## config.mk

```make
export PLATFORM = sky130hd
export DESIGN_NAME = rtcpit_top
export DESIGN_NICKNAME = d
export VERILOG_FILES = /design/src/core/rtcpit_pkg.sv /design/src/core/rtcpit_sync.sv /design/src/core/rtcpit_top.sv
export VERILOG_INCLUDE_DIRS = /design/src /design/src/core
export SDC_FILE = /design/constraint.sdc
export NUM_CORES = 1
export LEC_CHECK = 0
export ABC_AREA = 1
export ABC_CLOCK_PERIOD_IN_PS = 2400
export BUFFER_PORTS_ARGS = -buffer_cell sky130_fd_sc_hd__buf_2
export CORE_MARGIN = 5
export CORE_UTILIZATION = 45
export DETAILED_ROUTE_END_ITERATION = 16
export PLACE_DENSITY = 0.74
export SETUP_SLACK_MARGIN = 0.02
export SLEW_MARGIN = 20
export SYNTH_ARGS = -nofsm -noshare
export SYNTH_HDL_FRONTEND = slang
export SYNTH_SLANG_ARGS = --single-unit
```

## constraint.sdc

```tcl
create_clock -name pclk -period 2.4 [get_ports pclk]
set_input_delay 0 -clock pclk [delete_from_list [all_inputs] [get_ports pclk]]
set_output_delay 0 -clock pclk [all_outputs]
set_load 0.03 [all_outputs]
```

## src/core/rtcpit_defines.svh

```systemverilog
// register indices, field positions, reset values and timing counts
`ifndef RTCPIT_DEFINES_SVH
`define RTCPIT_DEFINES_SVH

// register indices; byte address is four times the index
`define RTCPIT_IDX_CTRL      6'h00
`define RTCPIT_IDX_STATUS    6'h01
`define RTCPIT_IDX_IRQEN     6'h02
`define RTCPIT_IDX_FLAGS     6'h03
`define RTCPIT_IDX_TEMP      6'h04
`define RTCPIT_IDX_DBG       6'h05
`define RTCPIT_IDX_SRC       6'h07
`define RTCPIT_IDX_CNT       6'h08
`define RTCPIT_IDX_TOP       6'h0A
`define RTCPIT_IDX_CMP       6'h0C
`define RTCPIT_IDX_PCTRL     6'h10
`define RTCPIT_IDX_PSTATUS   6'h11
`define RTCPIT_IDX_PIRQEN    6'h12
`define RTCPIT_IDX_PFLAG     6'h13
`define RTCPIT_IDX_PDBG      6'h15

// primary_control fields
`define RTCPIT_CTRL_ON_BIT   0
`define RTCPIT_PRESC_LSB     3
`define RTCPIT_PRESC_MSB     6
`define RTCPIT_STDBY_BIT     7
`define RTCPIT_CTRL_WMASK    8'hF9
// interval_control fields
`define RTCPIT_PIT_ON_BIT    0
`define RTCPIT_PERIOD_LSB    3
`define RTCPIT_PERIOD_MSB    6
`define RTCPIT_PCTRL_WMASK   8'h79
// flag and enable bits
`define RTCPIT_WRAP_BIT      0
`define RTCPIT_MATCH_BIT     1
`define RTCPIT_PI_BIT        0
`define RTCPIT_DBG_BIT       0
`define RTCPIT_IRQEN_WMASK   8'h03
`define RTCPIT_ONEBIT_WMASK  8'h01
`define RTCPIT_SRC_WMASK     8'h03
// sync status bits; also the index of each pending write
`define RTCPIT_PEND_CTRL     0
`define RTCPIT_PEND_CNT      1
`define RTCPIT_PEND_TOP      2
`define RTCPIT_PEND_CMP      3
`define RTCPIT_PEND_PIT      4
`define RTCPIT_PEND_N        5

// reset values
`define RTCPIT_BYTE_RST      8'h00
`define RTCPIT_WORD_RST      16'h0000
`define RTCPIT_TOP_RST       16'hFFFF

// timing
`define RTCPIT_SYNC_TICKS    2'd2
`define RTCPIT_DIV1K_LAST    5'h1F
`define RTCPIT_EV0_LOG2      13
`define RTCPIT_NUM_EVENTS    8

`endif

```

## src/core/rtcpit_pkg.sv

```systemverilog
// types shared by the counter and interval timer block
package rtcpit_pkg;

  typedef enum logic [1:0] {
    RTCPIT_ACTIVE,
    RTCPIT_IDLE,
    RTCPIT_STANDBY
  } rtcpit_sleep_t;

  typedef enum logic [1:0] {
    RTCPIT_SRC_OSC32K,
    RTCPIT_SRC_OSC1K,
    RTCPIT_SRC_RESERVED,
    RTCPIT_SRC_EXT
  } rtcpit_src_t;

endpackage

```

## src/core/rtcpit_sync.sv

```systemverilog
// two-flop synchroniser with rising-edge pulse
`timescale 1ns/1ns
module rtcpit_sync (
  input  wire logic pclk,
  input  wire logic presetn,
  input  wire logic async_in,
  output logic      rise
);
  logic meta_r;
  logic sync_r;
  logic last_r;

  // edge detect looks only at the second and third flops
  always_ff @(posedge pclk or negedge presetn) begin
    if (!presetn) begin
      meta_r <= 1'b0;
      sync_r <= 1'b0;
      last_r <= 1'b0;
    end else begin
      meta_r <= async_in;
      sync_r <= meta_r;
      last_r <= sync_r;
    end
  end

  assign rise = sync_r & ~last_r;
endmodule

```

## src/core/rtcpit_top.sv

```systemverilog
// real-time counter with periodic interval timer behind an apb slave
//
// Decided for this implementation: the APB register port.
`timescale 1ns/1ns
`include "rtcpit_defines.svh"

// Operation
// - one selected slow clock drives both functions
// - counter runs while counter_on is one
// - interval timer runs while its on bit set
// - wrap event when counter passes top value
// - match event when counter equals match value
// - eight taps pulse every 8192 down to 64
// - counter irq and periodic irq are separate
// - periodic flag set when chosen period elapses
// - flags set regardless of enable bits
// - irq stays asserted while flag and enable set
// - standby stops counter unless keep running bit
// - interval timer runs in every sleep mode
// - writes reach slow side after slow ticks
// - status shows per-register sync pending bits
// - interval status shows control sync pending
// - counter returns to zero after top value
// - prescaler divides by two to the field
// - source field selects 32k, 1k or pin
// - writing one clears a flag, zero keeps it
module rtcpit_top #(
  parameter int CNT_W = 16,
  parameter int PSC_W = 15
) (
  input  wire logic                  pclk,
  input  wire logic                  presetn,
  input  wire logic                  psel,
  input  wire logic                  penable,
  input  wire logic                  pwrite,
  input  wire logic [7:0]            paddr,
  input  wire logic [31:0]           pwdata,
  output logic [31:0]                prdata,
  output logic                       pready,
  output logic                       pslverr,
  input  wire logic                  low_power_oscillator_clk,
  input  wire logic                  ext_clk_pin,
  input  wire rtcpit_pkg::rtcpit_sleep_t sleep_mode,
  input  wire logic                  cpu_halted,
  output logic                       counter_irq,
  output logic                       periodic_irq,
  output logic                       wrap_event,
  output logic                       match_event,
  output logic [7:0]                 interval_event
);
  import rtcpit_pkg::*;

  // true when n is at most PSC_W and the low n bits of the prescaler are all ones
  function automatic logic psc_tap(input logic [PSC_W-1:0] v,
                                   input int               n);
    logic r;
    r = (n <= PSC_W);
    for (int i = 0; i < PSC_W; i++) begin
      if (i < n && !v[i]) begin
        r = 1'b0;
      end
    end
    return r;
  endfunction

  logic [5:0]             idx;
  logic                   setup;
  logic                   wr_en;
  logic                   mapped;
  logic [31:0]            rd_val;
  logic [31:0]            prdata_r;
  logic [7:0]             wbyte;

  logic [7:0]             ctrl_sw_r;
  logic [7:0]             ctrl_act_r;
  logic [CNT_W-1:0]       cnt_sw_r;
  logic [CNT_W-1:0]       top_sw_r;
  logic [CNT_W-1:0]       top_act_r;
  logic [CNT_W-1:0]       cmp_sw_r;
  logic [CNT_W-1:0]       cmp_act_r;
  logic [7:0]             pit_sw_r;
  logic [7:0]             pit_act_r;
  logic [1:0]             irq_en_r;
  logic [1:0]             flags_r;
  logic                   pit_en_r;
  logic                   pit_flag_r;
  logic [7:0]             temp_r;
  logic                   dbg_r;
  logic                   pit_dbg_r;
  logic [1:0]             src_r;

  logic [`RTCPIT_PEND_N-1:0] pend_r;
  logic [`RTCPIT_PEND_N-1:0] wr_hit;
  logic [`RTCPIT_PEND_N-1:0] apply;
  logic [1:0]             age_r [`RTCPIT_PEND_N];

  logic                   osc_rise;
  logic                   ext_rise;
  logic [4:0]             div_r;
  logic                   slow_tick;
  logic [PSC_W-1:0]       psc_r;
  logic [CNT_W-1:0]       count_r;
  logic                   counter_run;
  logic                   pit_run;
  logic                   cnt_tick;
  logic                   wrap_hit;
  logic                   match_hit;
  logic                   pit_hit;
  logic [3:0]             presc;
  logic [3:0]             period;
  logic                   wrap_event_r;
  logic                   match_event_r;
  logic [7:0]             interval_event_r;

  // ---------------- apb slave ----------------
  assign idx    = paddr[7:2];
  assign setup  = psel & ~penable;
  assign wr_en  = psel & penable & pwrite;
  assign wbyte  = pwdata[7:0];
  assign pready = 1'b1;

  always_comb begin
    mapped = 1'b1;
    rd_val = 32'h0000_0000;
    case (idx)
      `RTCPIT_IDX_CTRL:    rd_val[7:0] = ctrl_sw_r;
      `RTCPIT_IDX_STATUS:  rd_val[3:0] = pend_r[3:0];
      `RTCPIT_IDX_IRQEN:   rd_val[1:0] = irq_en_r;
      `RTCPIT_IDX_FLAGS:   rd_val[1:0] = flags_r;
      `RTCPIT_IDX_TEMP:    rd_val[7:0] = temp_r;
      `RTCPIT_IDX_DBG:     rd_val[0]   = dbg_r;
      `RTCPIT_IDX_SRC:     rd_val[1:0] = src_r;
      `RTCPIT_IDX_CNT:     rd_val[CNT_W-1:0] = count_r;
      `RTCPIT_IDX_TOP:     rd_val[CNT_W-1:0] = top_sw_r;
      `RTCPIT_IDX_CMP:     rd_val[CNT_W-1:0] = cmp_sw_r;
      `RTCPIT_IDX_PCTRL:   rd_val[7:0] = pit_sw_r;
      `RTCPIT_IDX_PSTATUS: rd_val[0]   = pend_r[`RTCPIT_PEND_PIT];
      `RTCPIT_IDX_PIRQEN:  rd_val[0]   = pit_en_r;
      `RTCPIT_IDX_PFLAG:   rd_val[0]   = pit_flag_r;
      `RTCPIT_IDX_PDBG:    rd_val[0]   = pit_dbg_r;
      default:             mapped      = 1'b0;
    endcase
  end

  // read data is captured in the setup cycle so it comes from a flop
  always_ff @(posedge pclk or negedge presetn) begin
    if (!presetn) begin
      prdata_r <= 32'h0000_0000;
    end else if (setup) begin
      prdata_r <= pwrite ? 32'h0000_0000 : rd_val;
    end
  end

  assign prdata  = prdata_r;
  assign pslverr = psel & penable & ~mapped;

  // plain control registers, effective at once
  always_ff @(posedge pclk or negedge presetn) begin
    if (!presetn) begin
      irq_en_r  <= 2'b00;
      pit_en_r  <= 1'b0;
      temp_r    <= `RTCPIT_BYTE_RST;
      dbg_r     <= 1'b0;
      pit_dbg_r <= 1'b0;
      src_r     <= 2'b00;
    end else if (wr_en) begin
      case (idx)
        `RTCPIT_IDX_IRQEN: irq_en_r  <= wbyte[1:0];
        `RTCPIT_IDX_PIRQEN: pit_en_r <= wbyte[`RTCPIT_PI_BIT];
        `RTCPIT_IDX_TEMP:  temp_r    <= wbyte;
        `RTCPIT_IDX_DBG:   dbg_r     <= wbyte[`RTCPIT_DBG_BIT];
        `RTCPIT_IDX_PDBG:  pit_dbg_r <= wbyte[`RTCPIT_DBG_BIT];
        `RTCPIT_IDX_SRC:   src_r     <= wbyte[1:0];
        default: ;
      endcase
    end
  end

  // ---------------- writes crossing to the slow side ----------------
  always_comb begin
    wr_hit = '0;
    if (wr_en) begin
      wr_hit[`RTCPIT_PEND_CTRL] = (idx == `RTCPIT_IDX_CTRL);
      wr_hit[`RTCPIT_PEND_CNT]  = (idx == `RTCPIT_IDX_CNT);
      wr_hit[`RTCPIT_PEND_TOP]  = (idx == `RTCPIT_IDX_TOP);
      wr_hit[`RTCPIT_PEND_CMP]  = (idx == `RTCPIT_IDX_CMP);
      wr_hit[`RTCPIT_PEND_PIT]  = (idx == `RTCPIT_IDX_PCTRL);
    end
  end

  // software-visible copies take the written value immediately
  always_ff @(posedge pclk or negedge presetn) begin
    if (!presetn) begin
      ctrl_sw_r <= `RTCPIT_BYTE_RST;
      cnt_sw_r  <= `RTCPIT_WORD_RST;
      top_sw_r  <= `RTCPIT_TOP_RST;
      cmp_sw_r  <= `RTCPIT_WORD_RST;
      pit_sw_r  <= `RTCPIT_BYTE_RST;
    end else begin
      if (wr_hit[`RTCPIT_PEND_CTRL]) begin
        ctrl_sw_r <= wbyte & `RTCPIT_CTRL_WMASK;
      end
      if (wr_hit[`RTCPIT_PEND_CNT]) begin
        cnt_sw_r <= pwdata[CNT_W-1:0];
      end
      if (wr_hit[`RTCPIT_PEND_TOP]) begin
        top_sw_r <= pwdata[CNT_W-1:0];
      end
      if (wr_hit[`RTCPIT_PEND_CMP]) begin
        cmp_sw_r <= pwdata[CNT_W-1:0];
      end
      if (wr_hit[`RTCPIT_PEND_PIT]) begin
        pit_sw_r <= wbyte & `RTCPIT_PCTRL_WMASK;
      end
    end
  end

  // a rewrite while pending restarts the wait; without slow ticks the
  // pending bit never clears, which is the cue that no source is running
  always_comb begin
    for (int k = 0; k < `RTCPIT_PEND_N; k++) begin
      apply[k] = pend_r[k] & slow_tick &
                 (age_r[k] == `RTCPIT_SYNC_TICKS - 2'd1);
    end
  end

  always_ff @(posedge pclk or negedge presetn) begin
    if (!presetn) begin
      pend_r <= '0;
      for (int k = 0; k < `RTCPIT_PEND_N; k++) begin
        age_r[k] <= 2'd0;
      end
    end else begin
      for (int k = 0; k < `RTCPIT_PEND_N; k++) begin
        if (wr_hit[k]) begin
          pend_r[k] <= 1'b1;
          age_r[k]  <= 2'd0;
        end else if (apply[k]) begin
          pend_r[k] <= 1'b0;
        end else if (pend_r[k] && slow_tick) begin
          age_r[k]  <= age_r[k] + 2'd1;
        end
      end
    end
  end

  // slow-side copies, loaded two slow ticks after the write
  always_ff @(posedge pclk or negedge presetn) begin
    if (!presetn) begin
      ctrl_act_r <= `RTCPIT_BYTE_RST;
      top_act_r  <= `RTCPIT_TOP_RST;
      cmp_act_r  <= `RTCPIT_WORD_RST;
      pit_act_r  <= `RTCPIT_BYTE_RST;
    end else begin
      if (apply[`RTCPIT_PEND_CTRL]) begin
        ctrl_act_r <= ctrl_sw_r;
      end
      if (apply[`RTCPIT_PEND_TOP]) begin
        top_act_r <= top_sw_r;
      end
      if (apply[`RTCPIT_PEND_CMP]) begin
        cmp_act_r <= cmp_sw_r;
      end
      if (apply[`RTCPIT_PEND_PIT]) begin
        pit_act_r <= pit_sw_r;
      end
    end
  end

  // ---------------- slow clock source ----------------
  rtcpit_sync u_osc_sync (
    .pclk     (pclk),
    .presetn  (presetn),
    .async_in (low_power_oscillator_clk),
    .rise     (osc_rise)
  );

  rtcpit_sync u_ext_sync (
    .pclk     (pclk),
    .presetn  (presetn),
    .async_in (ext_clk_pin),
    .rise     (ext_rise)
  );

  always_ff @(posedge pclk or negedge presetn) begin
    if (!presetn) begin
      div_r <= 5'h00;
    end else if (osc_rise) begin
      div_r <= div_r + 5'h01;
    end
  end

  // the pin source only works while pclk is well above the pin rate
  always_comb begin
    case (rtcpit_src_t'(src_r))
      RTCPIT_SRC_OSC32K: slow_tick = osc_rise;
      RTCPIT_SRC_OSC1K:  slow_tick = osc_rise &
                                     (div_r == `RTCPIT_DIV1K_LAST);
      RTCPIT_SRC_EXT:    slow_tick = ext_rise;
      default:           slow_tick = 1'b0;
    endcase
  end

  // one free-running prescaler serves both functions
  always_ff @(posedge pclk or negedge presetn) begin
    if (!presetn) begin
      psc_r <= '0;
    end else if (slow_tick) begin
      psc_r <= psc_r + {{(PSC_W-1){1'b0}}, 1'b1};
    end
  end

  // ---------------- counter ----------------
  assign presc = ctrl_act_r[`RTCPIT_PRESC_MSB:`RTCPIT_PRESC_LSB];

  always_comb begin
    counter_run = ctrl_act_r[`RTCPIT_CTRL_ON_BIT];
    case (sleep_mode)
      RTCPIT_ACTIVE:  ;
      RTCPIT_IDLE:    ;
      RTCPIT_STANDBY: counter_run = counter_run &
                                    ctrl_act_r[`RTCPIT_STDBY_BIT];
      default:        ;
    endcase
    if (cpu_halted && !dbg_r) begin
      counter_run = 1'b0;
    end
  end

  assign cnt_tick  = slow_tick & counter_run &
                     psc_tap(psc_r, int'(presc));
  assign wrap_hit  = cnt_tick & ~apply[`RTCPIT_PEND_CNT] &
                     (count_r == top_act_r);
  assign match_hit = cnt_tick & ~apply[`RTCPIT_PEND_CNT] &
                     (count_r == cmp_act_r);

  // a synchronised count write wins over the tick in the same cycle
  always_ff @(posedge pclk or negedge presetn) begin
    if (!presetn) begin
      count_r <= `RTCPIT_WORD_RST;
    end else if (apply[`RTCPIT_PEND_CNT]) begin
      count_r <= cnt_sw_r;
    end else if (wrap_hit) begin
      count_r <= '0;
    end else if (cnt_tick) begin
      count_r <= count_r + {{(CNT_W-1){1'b0}}, 1'b1};
    end
  end

  // ---------------- interval timer ----------------
  // sleep mode is not looked at: this runs in all of them
  assign pit_run = pit_act_r[`RTCPIT_PIT_ON_BIT] &
                   ~(cpu_halted & ~pit_dbg_r);
  assign period  = pit_act_r[`RTCPIT_PERIOD_MSB:`RTCPIT_PERIOD_LSB];
  assign pit_hit = slow_tick & pit_run & (period != 4'h0) &
                   psc_tap(psc_r, int'(period) + 1);

  // ---------------- events ----------------
  always_ff @(posedge pclk or negedge presetn) begin
    if (!presetn) begin
      wrap_event_r     <= 1'b0;
      match_event_r    <= 1'b0;
      interval_event_r <= 8'h00;
    end else begin
      wrap_event_r  <= wrap_hit;
      match_event_r <= match_hit;
      for (int i = 0; i < `RTCPIT_NUM_EVENTS; i++) begin
        interval_event_r[i] <= slow_tick & pit_run &
          psc_tap(psc_r, `RTCPIT_EV0_LOG2 - i);
      end
    end
  end

  assign wrap_event     = wrap_event_r;
  assign match_event    = match_event_r;
  assign interval_event = interval_event_r;

  // ---------------- flags and interrupts ----------------
  // a new event beats a clear written in the same cycle
  always_ff @(posedge pclk or negedge presetn) begin
    if (!presetn) begin
      flags_r    <= 2'b00;
      pit_flag_r <= 1'b0;
    end else begin
      flags_r[`RTCPIT_WRAP_BIT] <= wrap_hit |
        (flags_r[`RTCPIT_WRAP_BIT] &
         ~(wr_en && idx == `RTCPIT_IDX_FLAGS &&
           wbyte[`RTCPIT_WRAP_BIT]));
      flags_r[`RTCPIT_MATCH_BIT] <= match_hit |
        (flags_r[`RTCPIT_MATCH_BIT] &
         ~(wr_en && idx == `RTCPIT_IDX_FLAGS &&
           wbyte[`RTCPIT_MATCH_BIT]));
      pit_flag_r <= pit_hit |
        (pit_flag_r &
         ~(wr_en && idx == `RTCPIT_IDX_PFLAG &&
           wbyte[`RTCPIT_PI_BIT]));
    end
  end

  // two separate request lines, one per vector
  assign counter_irq  = |(flags_r & irq_en_r);
  assign periodic_irq = pit_flag_r & pit_en_r;

endmodule

```

==> summary.md, run 1 <==
| Metric | Value |
|---|---|
| Number of flops mapped to enable cells by yosys | `0` |
| Layout cell share with drive strength beyond 1 | `12.8%` |
| CTS Buf Count | `22` |
| Global Route Usage Sum | `20.7%` |
| First-pass GRT wire length | `45000 µm` |
| Most frequent cells in the layout | `nand2_1 (418), dfrtp_1 (171), inv_1 (151)` |
| IO Port Bufs | `60` |
| RSZ-0062 raised after global routing | `no` |
| Final hold vios | `0` |
| Initial Utilization | `45.5%` |
| R2R setup slack | `0.20 ns` |
| PnR worst setup slack | `0.201 ns` |
| DR WL met3 | `2070 µm` |
| CP required | `2.83 ns` |
| Hold_sp | `paddr[5]` |
| Critical Path AT | `2.62 ns` |
| Postcts setup bufs | `0` |
| Final HPWL DP | `19200 µm` |
| Max frequency | `0.455 GHz` |
| Worst hold slack | `0.0153 ns` |
| Clk sinks | `203` |
| Max Used Layer | `met4` |
| Asr flop ratio synth | `100%` |
| Final Skew | `0.0129 ns` |
| Synth Flop Type | `dfrtp_1` |
| N_diodes | `0` |
| Die footprint | `26700 µm²` |
| Net count, final | `1506` |
| CP startpoint | `div_r[0]` |
| Worst-path clk slew | `0.06 ns` |
| Worst-path fanout max | `13` |
| Row count | `56` |
| Die Width | `164 µm` |
| Commonest non-fill, non-tap cell in the layout | `nand2_1` |
| Gr ovfl total | `0` |
| Core area | `23300 µm²` |
| Largest net degree at the start of global routing | `70` |
| Antenna violations before repair | `0` |
| Clock Latency Late Sink | `0.51 ns` |
| Power Total | `10.3 mW` |
| Worst-Margin Slew | `0.688 ns` |
| WL met2 | `13000 µm` |
| Static Leak | `6.04 nW` |
| Post-synthesis cell area | `10600 µm²` |
| Finish-stage setup viols | `0` |
| CP Launch Type | `flop` |
| H-tree Lvls | `1` |
| Critical path type | `flop to flop` |
| Place WS | `0.212 ns` |
| Drt drc | `0` |
| Clk root buf | `clkbuf_16` |
| Die H | `164 µm` |
| Area grow syn2layout | `14.7%` |
| Max cap viols | `0` |
| Max_slew headroom | `54.0%` |
| Vias/cell | `5.17` |
| Core Util, Final | `52.2%` |
| Drt first pass iters | `5` |
| Vias in the first global route | `8723` |
| CTS tree | `built` |
| Synth warn | `0` |
| Status | `completed` |
| Final Cycle Share | `91.6%` |
| Mapped Cells | `1362` |
| Clock buffer depth | `3` |
| Final instance area | `12200 µm²` |
| Drt total wl | `27400 µm` |
| Post-CTS sizing | `0` |
| Yosys reg bits | `203` |
| Cell total after placement | `1713` |
| Worst setup EP type | `flop` |
| Tightest Hold Check Type | `input pin to flop` |
| Seq/Total Area, Yosys | `48.3%` |
| PD cells | `845 nW/µm²` |
| Avg WL per Cell | `15.4 µm` |
| Syn Area/Cell | `7.79 µm²` |
| Ports | `96` |
| Post-DRT Antenna Nets | `0` |
| Vias | `9183` |
| Distinct cells, synth | `46` |
| Worst r2r src | `div_r[0]` |
| Iter 0 DRT Violations | `814` |
| Area post-placement | `11200 µm²` |
| TNS Setup | `0 ns` |
| GP Congestion | `0.903` |
| Max-slew violation total from the final report | `0` |
| Cell Count, Final, Fillers Out | `1777` |
| Peak VDD IR | `0.531 mV` |
| Fin crit period | `2.20 ns` |
| Wl on met1 | `12100 µm` |
-- per-layer routing --
layer,GRT usage (%),up-vias
met2,33.9,329
li1,-,4467
met1,29.3,4357
met4,4.54,0
met5,0,-
met3,3.23,30
-- kinds of logic after synthesis --
| family | synth area share (%) |
|---|---|
| simple gates | 28.2 |
| compound gates | 10.1 |
| buf+inv | 9.27 |
| xor+xnor | 2.64 |
| flops | 48.3 |
| other cells | 0.0708 |
| fa+ha+maj | 1.53 |
-- worst max-delay path, cell delays in order (launching register included) --
cell	delay, ns
dfrtp_1	0.39
ha_1	0.18
and3_1	0.16
ha_1	0.14
inv_1	0.04
nand2_1	0.06
nand3_2	0.09
nand2_4	0.18
inv_4	0.12
nor3_2	0.52
nand2_1	0.13
o21ai_0	0.11
-- cell usage after synthesis (3+ instances only) --
cell type	number	area, µm²
a21oi_1	23	115
xor2_1	25	219
o22ai_1	10	62.6
buf_2	23	115
nand3_2	4	40.0
or2_2	5	31.3
o21ai_0	137	686
dfrtp_1	171	4280
nor2_1	97	364
o21ai_1	12	60.1
nor2_4	8	90.1
nand2_4	3	33.8
nor3_1	12	60.1
nor2_2	6	37.5
ha_1	13	163
inv_1	151	567
nand2_1	418	1570
inv_2	5	18.8
clkbuf_1	14	52.6
nor3_4	3	48.8
buf_6	5	56.3
nand3_1	101	505
xnor2_1	7	61.3
nand2_2	5	31.3
dfstp_2	32	841
buf_4	18	135
nand4_1	21	131
a21boi_0	4	30.0
a22oi_1	8	60.1
-- worst paths after layout --
kind	endpoint	cells after the start
max	ctrl_act_r[0]	11
min	pit_en_r	6
max reg2reg	ctrl_act_r[0]	11
min reg2reg	u_ext_sync.sync_r	0
max in group asynchronous	top_sw_r[6]	3
min in group asynchronous	div_r[2]	2
-- area by class of cell --
| class | count | area, µm² |
|---|---|---|
| fillers | 2160 | 11200 |
| flip-flops and latches | 203 | 5120 |
| multi-input cells | 952 | 4560 |
| repair buffers | 104 | 739 |
| clock buffers | 33 | 663 |
| inverters | 160 | 606 |
| well taps | 319 | 399 |
| clock inverters | 6 | 80.1 |
-- registers in the layout, indices dropped and copies added, names as in the netlist, 2 cells and up --
signal / flops
count_r: 16
interval_event: 8
src_r: 2
cmp_sw_r: 16
prdata: 16
flags_r: 2
ctrl_act_r: 6
psc_r: 15
pit_sw_r: 5
top_sw_r: 16
cnt_sw_r: 16
cmp_act_r: 16
div_r: 5
pit_act_r: 5
top_act_r: 16
ctrl_sw_r: 6
age_r: 10
irq_en_r: 2
temp_r: 8
pend_r: 5
-- repair_timing --
item / CTS / global route
setup endpoints to repair: 0 / 1
endpoints found under the hold margin: 145 / 0
hold buffers: 25 / 0
-- report_power, final --
part	internal, mW	switching (mW)
clock network	2.12	1.37
registers	4.04	0.577
logic	0.828	1.35
Note: power is estimated with default switching activity, not from simulation.
==> inputs of run 2 (changes only) <==
- ABC_AREA: 1 -> default
- CORE_MARGIN: 5 -> 1
==> run 2 against run 1 <==
  * The run now ends with negative setup slack left
  * Design area fell by 1.9%
  * Largest power group unchanged
  * Highest routed layer unchanged
  * Clock power fell by 5%
  * Synthesized area fell by 5.2%
  * Total power fell by 1.0%
  * Sequential power fell by 4%
  * Clock skew barely moved
  * Sequential share of layout area rose by 0.82 points
  * Flip-flop and latch count did not move
==> summary.md, run 2 <==
| Metric | Value |
|---|---|
| Critical Path AT | `2.92 ns (+0.30 ns)` |
| Worst r2r src | `div_r[0]` |
| Reg2reg path depth | `9 (-2)` |
| Area grow syn2layout | `18.7%` |
| Worst-path fanout max | `6 (-7)` |
| Drt drc | `0 (unchanged)` |
| Die H | `151 µm (-7.4%)` |
| Cell total after placement | `1245 (-27%)` |
| CTS tree | `built` |
| Max_slew headroom | `48.0% (-6.0 points)` |
| Yosys reg bits | `203 (unchanged)` |
| First-pass GRT wire length | `39300 µm (-13%)` |
| Final Cycle Share | `104% (+12 points)` |
| PnR worst setup slack | `-0.0885 ns (-0.290 ns)` |
| Max-slew violation total from the final report | `0 (unchanged)` |
| Status | `finished, violations left` |
| Vias in the first global route | `7195 (-18%)` |
| Reg2reg end | `count_r[13]` |
| Most frequent cells in the layout | `dfrtp_1 (171), mux2_2 (126), nand2_1 (70)` |
| Critical path type | `flop to flop` |
| Max cap viols | `0 (unchanged)` |
| CP max-delay cell | `or4_1` |
| Final HPWL DP | `17300 µm (-9.8%)` |
| TNS Setup | `-0.0885 ns (-0.0885 ns)` |
| Top area cells in the synthesized netlist | `dfrtp_1 (43%), mux2_2 (14%), dfstp_2 (8.4%), xnor2_1 (2.8%), nand2_1 (2.6%)` |
| Global Route met2 Usage | `34.1% (+0.22 points)` |
| GP Congestion | `0.903 (about the same)` |
| Seq/Total Area, Yosys | `50.9% (+2.7 points)` |
| Asr flop ratio synth | `100% (unchanged)` |
| Top cell type by total area after synthesis | `dfrtp_1` |
| Commonest non-fill, non-tap cell in the layout | `dfrtp_1` |
| Fin crit period | `2.49 ns (+0.290 ns)` |
| IO Port Bufs | `60 (unchanged)` |
| Layout cell share with drive strength beyond 1 | `32.2% (+19 points)` |
| Failing checks | `negative setup slack` |
| Vias | `7546 (-18%)` |
| Max frequency | `0.402 GHz (-12%)` |
| GRT busiest layer | `met2` |
| Finish-stage setup viols | `1 (+1)` |
| Distinct cells, synth | `65 (+41%)` |
| Top cell types by occurrence after synthesis | `dfrtp_1 (171), mux2_2 (126), nand2_1 (70)` |
| Met3 Use GR | `3.77% (+0.54 points)` |
| Core area | `21900 µm² (-6.2%)` |
| Final hold vios | `0 (unchanged)` |
| Hold_sp | `psel` |
| Synth Flop Type | `dfrtp_1` |
| Iter 0 DRT Violations | `665 (-18%)` |
| Row count | `54 (-3.6%)` |
| Ports | `96 (unchanged)` |
| Final Skew | `0.0125 ns (-0.000420 ns)` |
| Largest net degree at the start of global routing | `82 (+17%)` |
| Worst-Margin Slew | `0.773 ns (+0.0847 ns)` |
| Vias/cell | `5.76 (+11%)` |
| Place WS | `-0.0356 ns (-0.247 ns)` |
| Worst Hold Endpoint | `prdata[13]` |
| Number of flops mapped to enable cells by yosys | `0 (unchanged)` |
| Global Route Usage Sum | `22.3% (+1.6 points)` |
| Cell Count, Final, Fillers Out | `1311 (-26%)` |
| Syn Area/Cell | `11.1 µm² (+42%)` |
| Worst-path clk slew | `0.06 ns (about the same)` |
| Clk sinks | `203 (unchanged)` |
| Drt total wl | `25300 µm (-7.7%)` |
| Crit path cell chain | `ha_2 > and3_4 > ha_4 > nor2b_2 > o31ai_4 > o221ai_2 > or3_4 > or4_1 > a31oi_1` |
| Gr ovfl total | `0 (unchanged)` |
| CP Launch Type | `flop` |
| Worst hold slack | `0.0434 ns (+0.0281 ns)` |
| Clock Latency Late Sink | `0.52 ns (about the same)` |
| Die footprint | `22900 µm² (-14%)` |
| Static Leak | `5.53 nW (-8.4%)` |
| Post-DRT Antenna Nets | `0 (unchanged)` |
| H-tree Lvls | `1 (unchanged)` |
| CP required | `2.84 ns (about the same)` |
| Count leader, synth | `dfrtp_1` |
| R2R setup slack | `-0.09 ns (-0.29 ns)` |
| Peak VDD IR | `0.516 mV (-2.9%)` |
| Net count, final | `1078 (-28%)` |
| Mapped Cells | `906 (-33%)` |
| RSZ-0062 raised after global routing | `yes` |
| CTS Buf Count | `22 (unchanged)` |
| Initial Utilization | `45.9% (+0.45 points)` |
| PD cells | `853 nW/µm² (+0.94%)` |
| Antenna violations before repair | `1 (+1)` |
| Fillers | `1891 (-12%)` |
| Synth top area share | `42.6% (+2.2 points)` |
| Avg WL per Cell | `19.3 µm (+25%)` |
| Drt first pass iters | `6 (+1)` |
| Hold path depth | `5 (-1)` |
| Die Width | `151 µm (-7.4%)` |
| Post-synthesis cell area | `10100 µm² (-5.2%)` |
| Grt met1 use | `32.0% (+2.7 points)` |
| Synth warn | `0 (unchanged)` |
| Clk root buf | `clkbuf_16` |
| Tightest Hold Check Type | `input pin to flop` |
| Worst path max stage delay | `0.50 ns (-0.02 ns)` |
| Clock buffer depth | `3 (unchanged)` |
| Worst setup EP type | `flop` |
| Core Util, Final | `54.5% (+2.4 points)` |
-- run 2: cell types whose count changed after synthesis, moves of 12 or more --
cell / previous run / this run
o21ai_1: 12 / 0
nor2b_1: 0 / 12
nand2_1: 418 / 70
o21ai_0: 137 / 43
nor2_1: 97 / 58
mux2_2: 0 / 126
a31oi_1: 1 / 17
nand3_1: 101 / 19
clkbuf_1: 14 / 42
mux2i_1: 0 / 14
inv_1: 151 / 17
buf_2: 23 / 4
xnor2_1: 7 / 32
-- run 2: logic make-up after synthesis --
logic type / after synthesis / share of synthesized area [%]
adders and majority gates: 13 / 1.62
DFF: 203 / 50.9
muxes: 141 / 15.7
and+or+nand+nor: 256 / 12.8
other: 2 / 0.0747
buffers and inverters: 86 / 4.05
xor gates and xnor gates: 53 / 4.62
AOI/OAI and AO/OA: 152 / 10.1
-- run 2: area by class of cell --
cell class	instances	area, µm²	share of cell area (%)
flip-flops and latches	203	5120	42.9
multi-input cells	632	4660	39.0
repair buffers	139	1030	8.65
clock buffers	30	621	5.20
well taps	280	350	2.94
clock inverters	9	87.6	0.734
inverters	17	63.8	0.535
diodes	1	2.50	0.0210
-- run 2: through the flow --
| step | power, mW | area [µm²] |
|---|---|---|
| floorplan | 5.94 | 10100 |
| global placement | 6.69 | 10900 |
| detailed placement | 6.78 | 10900 |
| CTS | 10.1 | 11800 |
| global route | 10.7 | 11900 |
| finish | 10.2 | 11900 |
-- run 2: what timing repair did --
item                       in CTS  in global routing
pin swaps                       0                  6
buffers inserted                0                  2
hold endpoints to repair      156                  0
resized for setup               0                 20
hold buffers                   22                  0
setup endpoints to repair       4                 20
cloned                          0                  2
-- run 2: worst max path at each step --
| stage | endpoint | cells after the start | slack [ns] | startpoint |
|---|---|---|---|---|
| 2_1_floorplan | count_r[15] | 10 | 0.01 | div_r[0] |
| 4_1_cts | count_r[13] | 9 | -0.02 | div_r[0] |
| 3_5_place_dp | count_r[13] | 9 | -0.04 | div_r[0] |
| 6_report | count_r[13] | 9 | -0.09 | div_r[0] |
| 3_3_place_gp | count_r[11] | 9 | 0.02 | div_r[0] |
| 5_1_grt | count_r[13] | 9 | -0.18 | div_r[0] |
-- run 2: power by group --
group	internal, mW	switching (mW)	total (mW)
combinational	1.15	1.29	2.45
sequential	3.91	0.510	4.42
clock	1.93	1.39	3.32
-- run 2: per-layer routing --
layer | vias to the layer above | share of wire [%] | wire, µm
li1 | 3437 | - | -
met3 | 54 | 7.1 | 1810
met1 | 3739 | 44 | 11300
met5 | - | 0 | 0
met4 | 0 | 2.9 | 735
met2 | 316 | 46 | 11600
-- run 2: critical path, delay by kind of cell, from the launching register on --
| kind | cells | cell delay [ns] |
|---|---|---|
| simple gates | 4 | 1.12 |
| fa+ha+maj | 2 | 0.30 |
| flops | 1 | 0.35 |
| compound gates | 3 | 0.64 |
==> inputs of run 3 (changes only) <==
- ABC_CLOCK_PERIOD_IN_PS: 2400 -> 2200
- PLACE_DENSITY: 0.74 -> 0.77
- clock period: 2.4 -> 2.2 ns (I/O delays scaled with it)
==> run 3 against run 2 <==
  * Sequential power grew 7.5%
  * Flip-flop and latch count is the same
  * Design area is 6.7% higher
  * Clock power rose by 18%
  * The run still ends with negative setup slack left
  * Worst setup slack worse by 0.095 ns
==> summary.md, run 3 (synthesized netlist as in run 2, its figures left out) <==
| Metric | Value |
|---|---|
| R2R setup slack | `-0.18 ns (-0.10 ns)` |
| N_diodes | `0 (-1)` |
| Avg WL per Cell | `20.3 µm (+4.8%)` |
| Cell total after placement | `1275 (+2.4%)` |
| Area post-placement | `11200 µm² (+2.6%)` |
| Clk sinks | `203 (unchanged)` |
| Die H | `151 µm (unchanged)` |
| Cell Count, Final, Fillers Out | `1354 (+3.3%)` |
| Layout cell share with drive strength beyond 1 | `37.5% (+5.3 points)` |
| Clock Latency Late Sink | `0.51 ns (about the same)` |
| Largest net degree at the start of global routing | `76 (-7.3%)` |
| H-tree Lvls | `1 (unchanged)` |
| Antenna violations before repair | `0 (-1)` |
| WL met2 | `13200 µm (+14%)` |
| Drt first pass iters | `5 (-1)` |
| RSZ-0062 raised after global routing | `yes` |
| Core Util, Final | `58.2% (+3.6 points)` |
| IO Port Bufs | `60 (unchanged)` |
| Max frequency | `0.419 GHz (+4.4%)` |
| Static Leak | `5.93 nW (+7.1%)` |
| Global Route Usage Sum | `23.7% (+1.3 points)` |
| Ports | `96 (unchanged)` |
| Iter 0 DRT Violations | `922 (+39%)` |
| Finish-stage setup viols | `48 (+47)` |
| Drt total wl | `27400 µm (+8.3%)` |
| CTS Buf Count | `22 (unchanged)` |
| Gr ovfl total | `0 (unchanged)` |
| Hold path depth | `4 (-1)` |
| Fin crit period | `2.38 ns (-0.105 ns)` |
| Worst-Margin Slew | `0.799 ns (+0.0264 ns)` |
| Max cap viols | `0 (unchanged)` |
| DR WL met3 | `2010 µm (+11%)` |
| Tightest Hold Check Type | `input pin to flop` |
| Net count, final | `1123 (+4.2%)` |
| Vias in the first global route | `7528 (+4.6%)` |
| Drt drc | `0 (unchanged)` |
| Initial Utilization | `45.9% (unchanged)` |
| Commonest non-fill, non-tap cell in the layout | `dfrtp_1` |
| GP Congestion | `0.868 (-3.8%)` |
| Row count | `54 (unchanged)` |
| Failing checks | `negative setup slack` |
| Critical Path AT | `2.81 ns (-0.11 ns)` |
| PD cells | `932 nW/µm² (+9.3%)` |
| Clk root buf | `clkbuf_16` |
| Critical path type | `flop to flop` |
| Core area | `21900 µm² (unchanged)` |
| Worst-path clk slew | `0.06 ns (about the same)` |
| Final hold vios | `0 (unchanged)` |
| Max Used Layer | `met4` |
| Area grow syn2layout | `26.7%` |
| Place WS | `-0.239 ns (-0.203 ns)` |
| Final instance area | `12700 µm² (+6.7%)` |
| Die Width | `151 µm (unchanged)` |
| Status | `finished, violations left` |
| Max_slew headroom | `46.2% (-1.8 points)` |
| Worst-path fanout max | `5 (-1)` |
| Hold_sp | `paddr[5]` |
| Die footprint | `22900 µm² (unchanged)` |
| Vias | `7896 (+4.6%)` |
| Worst hold slack | `0.0584 ns (+0.0149 ns)` |
| Fillers | `1726 (-8.7%)` |
| Worst Hold Endpoint | `pit_dbg_r` |
| Power Total | `11.9 mW (+17%)` |
| Final Cycle Share | `108% (+4.7 points)` |
| PnR worst setup slack | `-0.184 ns (-0.0955 ns)` |
| Most frequent cells in the layout | `dfrtp_1 (171), mux2_2 (126), buf_4 (80)` |
| Final HPWL DP | `17900 µm (+3.3%)` |
| Vias/cell | `5.83 (+1.3%)` |
| TNS Setup | `-1.65 ns (-1.56 ns)` |
| Reg2reg end | `count_r[11]` |
| Max-slew violation total from the final report | `0 (unchanged)` |
| Clock buffer depth | `3 (unchanged)` |
| Wl on met1 | `11500 µm (+2.2%)` |
| Worst setup EP type | `flop` |
| Post-DRT Antenna Nets | `0 (unchanged)` |
| First-pass GRT wire length | `41600 µm (+5.8%)` |
| Peak VDD IR | `0.604 mV (+17%)` |
| Reg2reg path depth | `9 (unchanged)` |
| CP required | `2.62 ns (-0.22 ns)` |
| CTS tree | `built` |
| Final Skew | `0.0162 ns (+0.00378 ns)` |
| CP Launch Type | `flop` |
| Worst r2r src | `div_r[1]` |
-- run 3: cell types whose count changed in the layout (fill, tap and decap cells not counted), sizes merged --
cell / before / now
bufinv: 1 / 4
clkinvlp: 0 / 1
clkinv: 7 / 2
dlygate4sd3: 22 / 21
buf: 115 / 158
clkbuf: 32 / 35
diode: 1 / 0
-- run 3: timing repair --
action | in CTS | in global routing
gates resized for setup | 21 | 54
pin swaps | 25 | 25
buffers inserted | 7 | 9
setup endpoints to repair | 54 | 70
hold buffers | 22 | 0
gates cloned | 1 | 4
hold endpoints to repair | 151 | 0
-- run 3: power by group --
part	internal [mW]	switching, mW	leakage, nW
combinational	1.52	1.69	2.97
sequential	4.26	0.484	2.58
clock	2.42	1.49	0.371
total	8.21	3.67	5.93
-- run 3: metal layers --
layer | track usage (%) | vias to the layer above
met2 | 37.6 | 353
met5 | 0 | -
met3 | 4.16 | 58
met1 | 33.3 | 3963
met4 | 6.45 | 0
li1 | - | 3522
-- run 3: final cells by class --
| class | count | area, µm² | share of cell area [%] |
|---|---|---|---|
| Inverter | 17 | 63.8 | 0.501 |
| Clock inverter | 8 | 158 | 1.24 |
| Sequential cell | 203 | 5120 | 40.2 |
| Timing Repair Buffer | 184 | 1550 | 12.2 |
| Clock buffer | 30 | 611 | 4.80 |
| Multi-Input combinational cell | 632 | 4880 | 38.3 |
| Tap cell | 280 | 350 | 2.75 |
-- run 3: worst max-delay path by stage --
stage	slack, ns	startpoint	end	depth (start not counted)
finish	-0.18	div_r[1]	count_r[11]	9
global route	-0.28	div_r[1]	interval_event[3]	12
CTS	-0.17	div_r[1]	count_r[11]	9
detailed placement	-0.24	div_r[1]	count_r[11]	9
global placement	-0.19	div_r[1]	count_r[11]	9
floorplan	-0.19	div_r[0]	count_r[15]	10
-- run 3: critical path: stages, from the launching register on --
cell and delay, ns:
dfrtp_1 0.36, ha_2 0.19, and3_4 0.19, ha_4 0.12, nor2b_2 0.04, o31ai_4 0.22
o221ai_2 0.16, or3_4 0.39, or4_4 0.44, a31oi_4 0.21
